<file path="src/rtl/opdc_regs.svh">
/*
 * register offsets, field positions and reset values of the output pll divider control block.
 * assumes byte addresses on a 32-bit ahb-lite bus; included by bare name.
 */
`ifndef OPDC_REGS_SVH
`define OPDC_REGS_SVH

// ****************************************
// register offsets (word index and byte address)
// ****************************************
`define OPDC_IDX_LF_BYPASS   12'h404
`define OPDC_IDX_SYNC_CAL    12'h405
`define OPDC_IDX_SPARE       12'h406
`define OPDC_IDX_RF_RATIO    12'h407
`define OPDC_IDX_RF_POWER    12'h408
`define OPDC_ADDR_LF_BYPASS  14'h1010
`define OPDC_ADDR_SYNC_CAL   14'h1014
`define OPDC_ADDR_SPARE      14'h1018
`define OPDC_ADDR_RF_RATIO   14'h101c
`define OPDC_ADDR_RF_POWER   14'h1020

// ****************************************
// field positions
// ****************************************
`define OPDC_BIT_RZERO_BYP   0
`define OPDC_BIT_SYNC_OVR    3
`define OPDC_BIT_VCO_CAL     0
`define OPDC_BIT_STARTUP     4
`define OPDC_BIT_PD_RF2      1
`define OPDC_BIT_PD_RF1      0

// ****************************************
// reset values
// ****************************************
`define OPDC_RST_LF_BYPASS   8'h00
`define OPDC_RST_SYNC_CAL    8'h20
`define OPDC_RST_SPARE       8'h00
`define OPDC_RST_RF_RATIO    8'h44
`define OPDC_RST_RF_POWER    8'h02
`define OPDC_RST_AUTOSYNC    2'h2

// ****************************************
// divider coding
// ****************************************
`define OPDC_RATIO_MIN       4'h3
`define OPDC_RATIO_MAX       4'hb
`define OPDC_CODE_MAX        4'h9

`endif

</file>
<file path="src/rtl/opdc_pkg.sv">
/*
 * types shared by the output pll divider control block.
 * assumes nothing of its surroundings.
 */
package opdc_pkg;
    // ****************************************
    // rf divider control, one per divider
    // ****************************************
    typedef struct packed {
        logic       run;     // divider released from power-down
        logic [3:0] ratio;   // division ratio 3..11
    } opdc_rfdiv_t;

    // startup hold-off states
    typedef enum logic [1:0] {
        OPDC_HOLD = 2'b01,   // waiting for feedback divider activity
        OPDC_FREE = 2'b10    // feedback divider seen; the startup bit skip leaves this state alone
    } opdc_startup_t;
endpackage

</file>
<file path="src/rtl/opdc_rfdiv_ctl.sv">
/*
 * one rf divider's control decoder: code to ratio and run gating.
 * assumes the caller supplies registered code, power-down and release.
 */
`timescale 1ns/1ps
`include "opdc_regs.svh"

module opdc_rfdiv_ctl (
    input  wire logic                 clock,
    input  wire logic                 rst_n,
    input  wire logic                 clk_en,
    input  wire logic [3:0]           code,
    input  wire logic                 pd,
    input  wire logic                 release_ok,
    output opdc_pkg::opdc_rfdiv_t     ctl
);
    // ****************************************
    // code decode
    // ****************************************
    // map a 4-bit code to its ratio
    function automatic logic [3:0] decode_ratio(input logic [3:0] c);
        if (c <= 4'h1) begin
            decode_ratio = `OPDC_RATIO_MIN;
        end else if (c > `OPDC_CODE_MAX) begin
            decode_ratio = `OPDC_RATIO_MAX;
        end else begin
            decode_ratio = c + 4'h2;
        end
    endfunction

    // registered control out; divider runs only when enabled and released
    always_ff @(posedge clock or negedge rst_n) begin
        if (!rst_n) begin
            // ratio parks at a legal value so the range check holds out of reset
            ctl.run   <= 1'b0;
            ctl.ratio <= `OPDC_RATIO_MIN;
        end else if (clk_en) begin
            ctl.ratio <= decode_ratio(code);
            ctl.run   <= !pd && release_ok;
        end
    end
endmodule // opdc_rfdiv_ctl

</file>
<file path="src/rtl/opdc_top.sv">
/*
 * output pll divider control: ahb-lite register slave, sync gating,
 * manual vco calibration trigger and rf divider control.
 * assumes one 50 mhz clock, synchronous status inputs from the analog pll,
 * a single ahb-lite master with word transfers.
 *
// Summary of operation
// - bit zero bypasses the internal zero resistor
// - sync held until apll calibrated and locked
// - override bit lets sync ignore apll lock
// - calibration starts only on rising bit edge
// - calibration bit never self-clears; software rewrites
// - divider two code maps to ratio three-eleven
// - divider one code uses same mapping
// - dividers held down until feedback divider seen
// - startup bit set skips feedback hold-off
// - divider two power-down bit, resets high
// - divider one power-down bit, resets low
// - armed autosync defaults to dpll phase lock
 */
`timescale 1ns/1ps
`include "opdc_regs.svh"

module opdc_top (
    input  wire logic                 clock,
    input  wire logic                 reset_n,
    input  wire logic                 clk_en,
    // ahb-lite slave
    input  wire logic                 hsel,
    input  wire logic [31:0]          haddr,
    input  wire logic [1:0]           htrans,
    input  wire logic                 hwrite,
    input  wire logic [2:0]           hsize,
    input  wire logic [31:0]          hwdata,
    input  wire logic                 hready,
    output logic      [31:0]          hrdata,
    output logic                      hreadyout,
    output logic                      hresp,
    // analog pll status
    input  wire logic                 apll_cal_done,
    input  wire logic                 apll_locked,
    input  wire logic                 fb_div_active,
    // controls out
    output logic                      rzero_bypass,
    output logic                      vco_cal_start,
    output logic                      sync_armed,
    output logic [1:0]                autosync_mode,
    output opdc_pkg::opdc_rfdiv_t     rf1_ctl,
    output opdc_pkg::opdc_rfdiv_t     rf2_ctl
);
    // ****************************************
    // reset release
    // ****************************************
    logic       rst_meta_reg;    // first stage, read only by second
    logic       rst_n_reg;       // synchronised reset used everywhere

    // release reset through two flops
    always_ff @(posedge clock or negedge reset_n) begin
        if (!reset_n) begin
            rst_meta_reg <= 1'b0;
            rst_n_reg    <= 1'b0;
        end else begin
            rst_meta_reg <= 1'b1;
            rst_n_reg    <= rst_meta_reg;
        end
    end

    // ****************************************
    // registers
    // ****************************************
    logic [7:0] lf_reg;          // loop filter zero bypass
    logic [7:0] sync_cal_reg;    // sync gate and calibration
    logic [7:0] ratio_reg;       // rf divider ratios
    logic [7:0] power_reg;       // rf power and startup mode
    opdc_pkg::opdc_startup_t startup_state; // feedback divider hold-off
    logic                    release_ok;    // rf dividers may leave power-down

    // ****************************************
    // ahb-lite address phase capture
    // ****************************************
    logic        wr_pend_reg;    // write data phase pending
    logic [13:0] wr_addr_reg;    // captured byte address
    logic        rd_pend_reg;    // read data phase pending
    logic        take;           // valid transfer accepted this cycle

    // nonseq or seq while selected and bus ready
    assign take = hsel && hready && htrans[1];

    // capture address phase for the data phase that follows
    always_ff @(posedge clock or negedge rst_n_reg) begin
        if (!rst_n_reg) begin
            wr_pend_reg <= 1'b0;
            rd_pend_reg <= 1'b0;
            wr_addr_reg <= '0;
        end else if (clk_en) begin
            if (hready) begin
                wr_pend_reg <= take && hwrite;
                rd_pend_reg <= take && !hwrite;
                wr_addr_reg <= haddr[13:0];
            end
        end
    end

    // zero wait states, always okay
    assign hreadyout = 1'b1;
    assign hresp     = 1'b0;

    // ****************************************
    // register writes
    // ****************************************
    // each register updated on its own decoded address; reserved bits forced
    always_ff @(posedge clock or negedge rst_n_reg) begin
        if (!rst_n_reg) begin
            lf_reg       <= `OPDC_RST_LF_BYPASS;
            sync_cal_reg <= `OPDC_RST_SYNC_CAL;
            ratio_reg    <= `OPDC_RST_RF_RATIO;
            power_reg    <= `OPDC_RST_RF_POWER;
        end else if (clk_en && wr_pend_reg) begin
            if (wr_addr_reg == `OPDC_ADDR_LF_BYPASS) begin
                lf_reg <= {7'h00, hwdata[0]};
            end else if (wr_addr_reg == `OPDC_ADDR_SYNC_CAL) begin
                // calibration bit stays as written: no self-clear
                sync_cal_reg <= {4'h2, hwdata[3], 2'h0, hwdata[0]};
            end else if (wr_addr_reg == `OPDC_ADDR_RF_RATIO) begin
                ratio_reg <= hwdata[7:0];
            end else if (wr_addr_reg == `OPDC_ADDR_RF_POWER) begin
                power_reg <= {3'h0, hwdata[4], 2'h0, hwdata[1:0]};
            end
        end
    end

    // ****************************************
    // read mux
    // ****************************************
    // registered read data; unmapped and spare addresses read zero
    always_ff @(posedge clock or negedge rst_n_reg) begin
        if (!rst_n_reg) begin
            hrdata <= '0;
        end else if (clk_en) begin
            if (take && !hwrite) begin
                if (haddr[13:0] == `OPDC_ADDR_LF_BYPASS) begin
                    hrdata <= {24'h000000, lf_reg};
                end else if (haddr[13:0] == `OPDC_ADDR_SYNC_CAL) begin
                    hrdata <= {24'h000000, sync_cal_reg};
                end else if (haddr[13:0] == `OPDC_ADDR_RF_RATIO) begin
                    hrdata <= {24'h000000, ratio_reg};
                end else if (haddr[13:0] == `OPDC_ADDR_RF_POWER) begin
                    hrdata <= {23'h000000, startup_state == opdc_pkg::OPDC_FREE,
                               power_reg};
                end else begin
                    hrdata <= '0;  // spare and unmapped
                end
            end
        end
    end

    // ****************************************
    // loop filter
    // ****************************************
    assign rzero_bypass = lf_reg[`OPDC_BIT_RZERO_BYP];

    // ****************************************
    // vco calibration trigger
    // ****************************************
    logic cal_prev_reg;   // last seen calibration bit

    // one-cycle start only on a 0 to 1 change of the stored bit
    always_ff @(posedge clock or negedge rst_n_reg) begin
        if (!rst_n_reg) begin
            cal_prev_reg  <= 1'b0;
            vco_cal_start <= 1'b0;
        end else if (clk_en) begin
            cal_prev_reg  <= sync_cal_reg[`OPDC_BIT_VCO_CAL];
            vco_cal_start <= sync_cal_reg[`OPDC_BIT_VCO_CAL] && !cal_prev_reg;
        end
    end

    // ****************************************
    // distribution sync gate
    // ****************************************
    // armed once the apll is calibrated and locked, or always under override
    always_ff @(posedge clock or negedge rst_n_reg) begin
        if (!rst_n_reg) begin
            sync_armed    <= 1'b0;
            autosync_mode <= `OPDC_RST_AUTOSYNC;
        end else if (clk_en) begin
            if (sync_cal_reg[`OPDC_BIT_SYNC_OVR]) begin
                sync_armed <= 1'b1;
            end else begin
                sync_armed <= apll_cal_done && apll_locked;
            end
            autosync_mode <= `OPDC_RST_AUTOSYNC;
        end
    end

    // ****************************************
    // rf divider startup hold-off
    // ****************************************

    // leave hold once feedback divider activity seen; full reset re-arms
    always_ff @(posedge clock or negedge rst_n_reg) begin
        if (!rst_n_reg) begin
            startup_state <= opdc_pkg::OPDC_HOLD;
        end else if (clk_en) begin
            case (startup_state)
                opdc_pkg::OPDC_HOLD: begin
                    if (fb_div_active) begin
                        startup_state <= opdc_pkg::OPDC_FREE;
                    end
                end
                opdc_pkg::OPDC_FREE: begin
                    startup_state <= opdc_pkg::OPDC_FREE;
                end
                default: begin
                    startup_state <= opdc_pkg::OPDC_HOLD;
                end
            endcase
        end
    end

    // startup bit skips the wait
    assign release_ok = power_reg[`OPDC_BIT_STARTUP]
                        || startup_state == opdc_pkg::OPDC_FREE;

    // ****************************************
    // rf dividers
    // ****************************************
    opdc_rfdiv_ctl u_rf1 (
        .clock      (clock),
        .rst_n      (rst_n_reg),
        .clk_en     (clk_en),
        .code       (ratio_reg[3:0]),
        .pd         (power_reg[`OPDC_BIT_PD_RF1]),
        .release_ok (release_ok),
        .ctl        (rf1_ctl)
    );

    opdc_rfdiv_ctl u_rf2 (
        .clock      (clock),
        .rst_n      (rst_n_reg),
        .clk_en     (clk_en),
        .code       (ratio_reg[7:4]),
        .pd         (power_reg[`OPDC_BIT_PD_RF2]),
        .release_ok (release_ok),
        .ctl        (rf2_ctl)
    );
endmodule // opdc_top

</file>
<file path="config.mk">
export PLATFORM = sky130hd
export DESIGN_NAME = opdc_top
export DESIGN_NICKNAME = d
export VERILOG_FILES = /design/src/rtl/opdc_pkg.sv /design/src/rtl/opdc_rfdiv_ctl.sv /design/src/rtl/opdc_top.sv
export VERILOG_INCLUDE_DIRS = /design/src /design/src/rtl
export SDC_FILE = /design/constraint.sdc
export NUM_CORES = 1
export LEC_CHECK = 0
export ABC_AREA = 1
export BUFFER_PORTS_ARGS = -buffer_cell sky130_fd_sc_hd__buf_2
export CORE_AREA = 4 4 80 82
export CTS_CLUSTER_SIZE = 25
export DETAILED_ROUTE_END_ITERATION = 16
export DIE_AREA = 0 0 84 86
export GPL_ROUTABILITY_DRIVEN = 1
export PLACE_DENSITY = 0.84
export SYNTH_ARGS = -nofsm -noshare
export SYNTH_HDL_FRONTEND = slang
export SYNTH_SLANG_ARGS = --single-unit
</file>
<file path="constraint.sdc">
create_clock -name clock -period 2.7 [get_ports clock]
set_input_delay 0.81 -clock clock [delete_from_list [all_inputs] [get_ports clock]]
set_output_delay 0.81 -clock clock [all_outputs]
set_load 0.05 [all_outputs]
</file>
-- After elaboration in Yosys (flattened, before gate mapping)
Cells that the tools add are included.
- register bits after elaboration: 78
- input port bits: 78
- logic and storage cells: 69
- output and inout bits: 49
- bitwise operators: 3
- $add $sub $neg: 2
- reductions and logical operators: 21
- eq/ne operators: 11
- multiplexer cells: 11
- $lt $le $gt $ge: 4
- operator list (operator ; count):
    $eq A14 B13 Y1 const B ; 8
    $mux W9 ; 4
    $mux W4 ; 4
    $logic_and A1 B1 Y1 ; 9
    $add A4 B2 Y4 const B ; 2
    $gt A4 B4 Y1 const B ; 2
    $le A4 B1 Y1 const B ; 2
    $reduce_and A2 Y1 ; 4
    $reduce_and A5 Y1 ; 1
    $logic_not A1 Y1 ; 4
    $pmux W2 S2 ; 1
    $reduce_and A4 Y1 ; 1
    $not A1 Y1 ; 3
    $reduce_and A3 Y1 ; 1
    $eq A2 B1 Y1 const B ; 1
    $eq A2 B2 Y1 const B ; 1
    $mux W2 ; 1
    $ne A2 B2 Y1 const B ; 1
    $logic_or A1 B1 Y1 ; 1
    $mux W1 ; 1

-- Depth between registers and ports, before layout
- word-level depth: 5
- gate-level depth with buffers: 8
- gate-level depth less buffers: 8

-- Cells and area by module
From an unflattened synthesis, not the netlist that was laid out.
- cells, all modules: 337
- area, all modules: 2819.0 um^2
- modules (own cells, without submodules) (module ; cells an instance ; area an instance (um^2) ; times used ; seq. area each (um^2)):
    opdc_top ; 281 ; 2326.0 ; 1 ; 1131.1
    opdc_rfdiv_ctl ; 28 ; 246.5 ; 2 ; 127.6

-- Least setup slack after synthesis
No wires, ideal clock.
- path type: input to register
- start point: input port haddr[7]
- end point: register hrdata[1]
- path buffers: 0
- data arrival time: 1537 ps
- setup time: 118 ps
- setup slack: 1045 ps
- required time: 2582 ps
- stages: 7
- path through: nor2_2 > nand2_2 > nor2_4 > nand2_4 > or2_0 > nand3_1 > nand2_1
- longest elaborated chain between the ends: 5
- RTL lines (what ; RTL line ; source):
    start: declaration ; opdc_top.sv:30 ; input wire logic [31:0] haddr,
    $eq A14 B13 Y1 (no line) ; - ;
    $mux W9 ; opdc_top.sv:147 ; end else if (haddr[13:0] == `OPDC_ADDR_RF_POWER) begin
    $mux W9 ; opdc_top.sv:145 ; end else if (haddr[13:0] == `OPDC_ADDR_RF_RATIO) begin
    $mux W9 ; opdc_top.sv:143 ; end else if (haddr[13:0] == `OPDC_ADDR_SYNC_CAL) begin
    $mux W9 (*) ; opdc_top.sv:141 ; if (haddr[13:0] == `OPDC_ADDR_LF_BYPASS) begin
    end signal: assignment ; opdc_top.sv:142 ; hrdata <= {24'h000000, lf_reg};
    end signal: assignment ; opdc_top.sv:144 ; hrdata <= {24'h000000, sync_cal_reg};
    end signal: assignment ; opdc_top.sv:146 ; hrdata <= {24'h000000, ratio_reg};
    end: declaration ; opdc_top.sv:36 ; output logic [31:0] hrdata,
Every way passes the cells marked *; elsewhere a longest branch is shown, timed or not.
A chain may end at the register's enable or synchronous reset.

-- Final worst setup path
- start point: register u_rf1.ctl[1] (netlist bit)
- end point: output port rf1_ctl[1] (netlist bit)
- RTL lines (what ; RTL line ; source):
    start: declaration ; opdc_rfdiv_ctl.sv:15 ; output opdc_pkg::opdc_rfdiv_t ctl
    end: declaration ; opdc_top.sv:48 ; output opdc_pkg::opdc_rfdiv_t rf1_ctl,
No word-level cell between the ends.

==> out/metrics.yaml <==
dp.cells: 455
seq_area_um2: 1388
met2_usage: 0.2842
largest_register_ffs: 14
root_buffer: "clkbuf_8"
final_cells: 463
final_hold_viol_count: 0
ant_nets: 0
worst-path-max-fanout: 2
crit_path_end_kind: "output pin"
drt_iter0_markers: 178
synth_top_area_share: 0.4125
h-tree-depth: 2
grt_start_max_net_pins: 53
nFillCells: 531
hold_path_class: "in2async"
syn_inst: 334
slowest_delay_ps: 550
row_count: 28
num_antenna_cells: 0
drv_cap: 0
syn_to_final_growth_pct: 10.22
reg2reg_slack_ps: 1210
fmax_mhz: 520.3
grt.overflow.total: 0
skew_ps: 2.614
final_core_util: 0.5470
setup_viol: 0
relSlewSlack: 0.2495
yosysTopAreaCell: "dfrtp_1"
start_util: 0.4963
p_sw_w: 0.0005796
p_comb_frac: 0.204
clk_latency_ps: 310
core_area_um2: 5746
cts-hold-fix-buffers: 0
die_x_um: 84
ys_seq_elements: 55
ys_types: 33
arrival_ps: 1110
tightest_slew_ps: 1126
ctsLongestPathBuffers: 2
powerDensity_nw_per_um2: 554.5
cts_sinks: 55
track_usage: 0.1712
cts_tree: "built"
finalSetupTns_ps: 0
min_period_ps: 1922
path_buf_inv: 1
final_nets: 469
synth_area_leaders: "dfrtp_1, nand2_1, buf_4"
wire_per_inst_um: 12.27
clkPwrFrac: 0.255
cp-start-kind: "flop"
via_per_inst: 4.659
slowest_stage: "dfstp_2"
setup_ws_ps: 777.9
clk_pin_slew_ps: 90
synthesis.area_um2: 2851
grt_use_met1: 0.2181
ios: 127
io_buffers: 53
ctsResizeCount: 0
dp_hpwl_mm: 4.344
firstDrtPassIters: 4
critPathKind: "reg2out"
cts_made_buffers: 5
place_congestion: 0.7797
num_vias: 2157
seqPwrFrac: 0.540
cp_top_family: "flip-flops"
yosysSeqAreaShare: 0.4862
p_sw_frac: 0.3326
cp_cell_sequence: "buf_2"
drc: 0
rsz0062_at_grt: "false"
power.leakage_nw: 1.687
peakVddDrop_uv: 280.2
grt_pass1_vias: 2074
dieArea_um2: 7224
busiest_layer: "met2"
drive_above_1_share: 0.2577
r2r-end: "ratio_reg[3]"
wl_mm: 5.681
grt_antenna_before_repair: 0
place_ws_ps: 594.6
grt_util_met3: 0.04323
stdcell_area_um2: 3143
multi_input_area_um2: 1161
p_int_w: 0.001163
cts_setup_buffers: 0
status: "finished, final reports clean"
die_h_um: 86
drv_slew: 0
cp.required_ps: 1890
worst-r2r-cell-count: 5
synth.avg_cell_area_um2: 8.537
yosysWarnings: 0
grt_pass1_wl_mm: 9.853
rr_startpoint: "wr_addr_reg[11]"
fin_crit_sh: 0.7119
post_dp_cell_area_um2: 3062
cell usage after synthesis:
library cell,instances
a21oi_1,4
a22o_1,1
a31oi_1,2
buf_2,3
buf_4,28
buf_6,3
clkbuf_1,1
clkinv_1,1
conb_1,2
dfrtp_1,47
dfstp_2,8
ha_1,4
inv_1,36
nand2_1,92
nand2_2,2
nand2_4,2
nand3_1,18
nand3_2,4
nand4_1,2
nor2_1,20
nor2_2,7
nor2_4,2
nor3_1,1
nor3_2,1
nor3b_1,1
nor3b_2,1
o21a_1,1
o21ai_0,25
o21ai_2,9
o22ai_2,1
o31ai_1,3
o31ai_2,1
or2_0,1
per-stage QoR:
| step | hold WS (ps) | power, W |
|---|---|---|
| final | 260.6 | 0.001743 |
| after global routing | 246.8 | 0.001848 |
| after CTS | 250.0 | 0.001761 |
| after detailed placement | 337.1 | 0.001315 |
| after global placement | 337.9 | 0.001302 |
| after floorplan | 331.2 | 0.001258 |
area by class of cell:
| type | count | area share |
|---|---|---|
| Sequential cell | 55 | 0.4415 |
| Multi-Input combinational cell | 233 | 0.3694 |
| Timing Repair Buffer | 55 | 0.08917 |
| Inverter | 37 | 0.04419 |
| Tap cell | 75 | 0.02986 |
| Clock buffer | 7 | 0.02428 |
| Clock inverter | 1 | 0.001592 |
how the worst max path moves through the flow:
stage | startpoint | to | slack, ps | depth (start not counted)
after global routing | u_rf2.ctl[1] | rf2_ctl[1] | 730 | 1
final | u_rf1.ctl[1] | rf1_ctl[1] | 780 | 1
after global placement | haddr[11] | hrdata[1] | 620 | 8
after detailed placement | haddr[11] | hrdata[1] | 590 | 8
after CTS | u_rf1.ctl[1] | rf1_ctl[1] | 760 | 1
after floorplan | haddr[7] | hrdata[1] | 1050 | 7
power groups by stage:
stage	clock network [W]	logic [W]	registers (W)
6_report	0.000445	0.000356	0.000941
5_1_grt	0.000499	0.000396	0.000953
4_1_cts	0.000459	0.000360	0.000943
3_5_place_dp	0	0.000357	0.000958
3_3_place_gp	0	0.000349	0.000953
2_1_floorplan	0	0.000251	0.00101
cells in the final DEF, fill, tap and decap left out, types with 5 or more instances in the layout:
cell type	netlist	layout
conb_1	2	28
clkbuf_8	0	5
o21ai_2	9	9
buf_2	3	53
dfrtp_1	47	46
nor2_1	20	20
dfstp_2	8	8
o21ai_0	25	25
inv_1	36	36
nor2_2	7	7
nand2_1	92	92
nand3_1	18	18
kinds of logic (layout without fill, tap and decap cells):
kind of cell	count (synthesis)	in the layout	synth area share
DFF	55	55	0.4862
adders and majority gates	4	4	0.01755
buffers and inverters	72	100	0.1408
and+or+nand+nor	154	154	0.2475
AOI/OAI and AO/OA	47	47	0.1053
other	2	28	0.002634
layer usage:
metal / up-vias / part of all wire
met1: 985 / 0.43
met3: 7 / 0.071
met5: - / 0
met4: 0 / 0.016
li1: 1103 / -
met2: 62 / 0.49
Note: power is estimated with default switching activity, not from simulation.
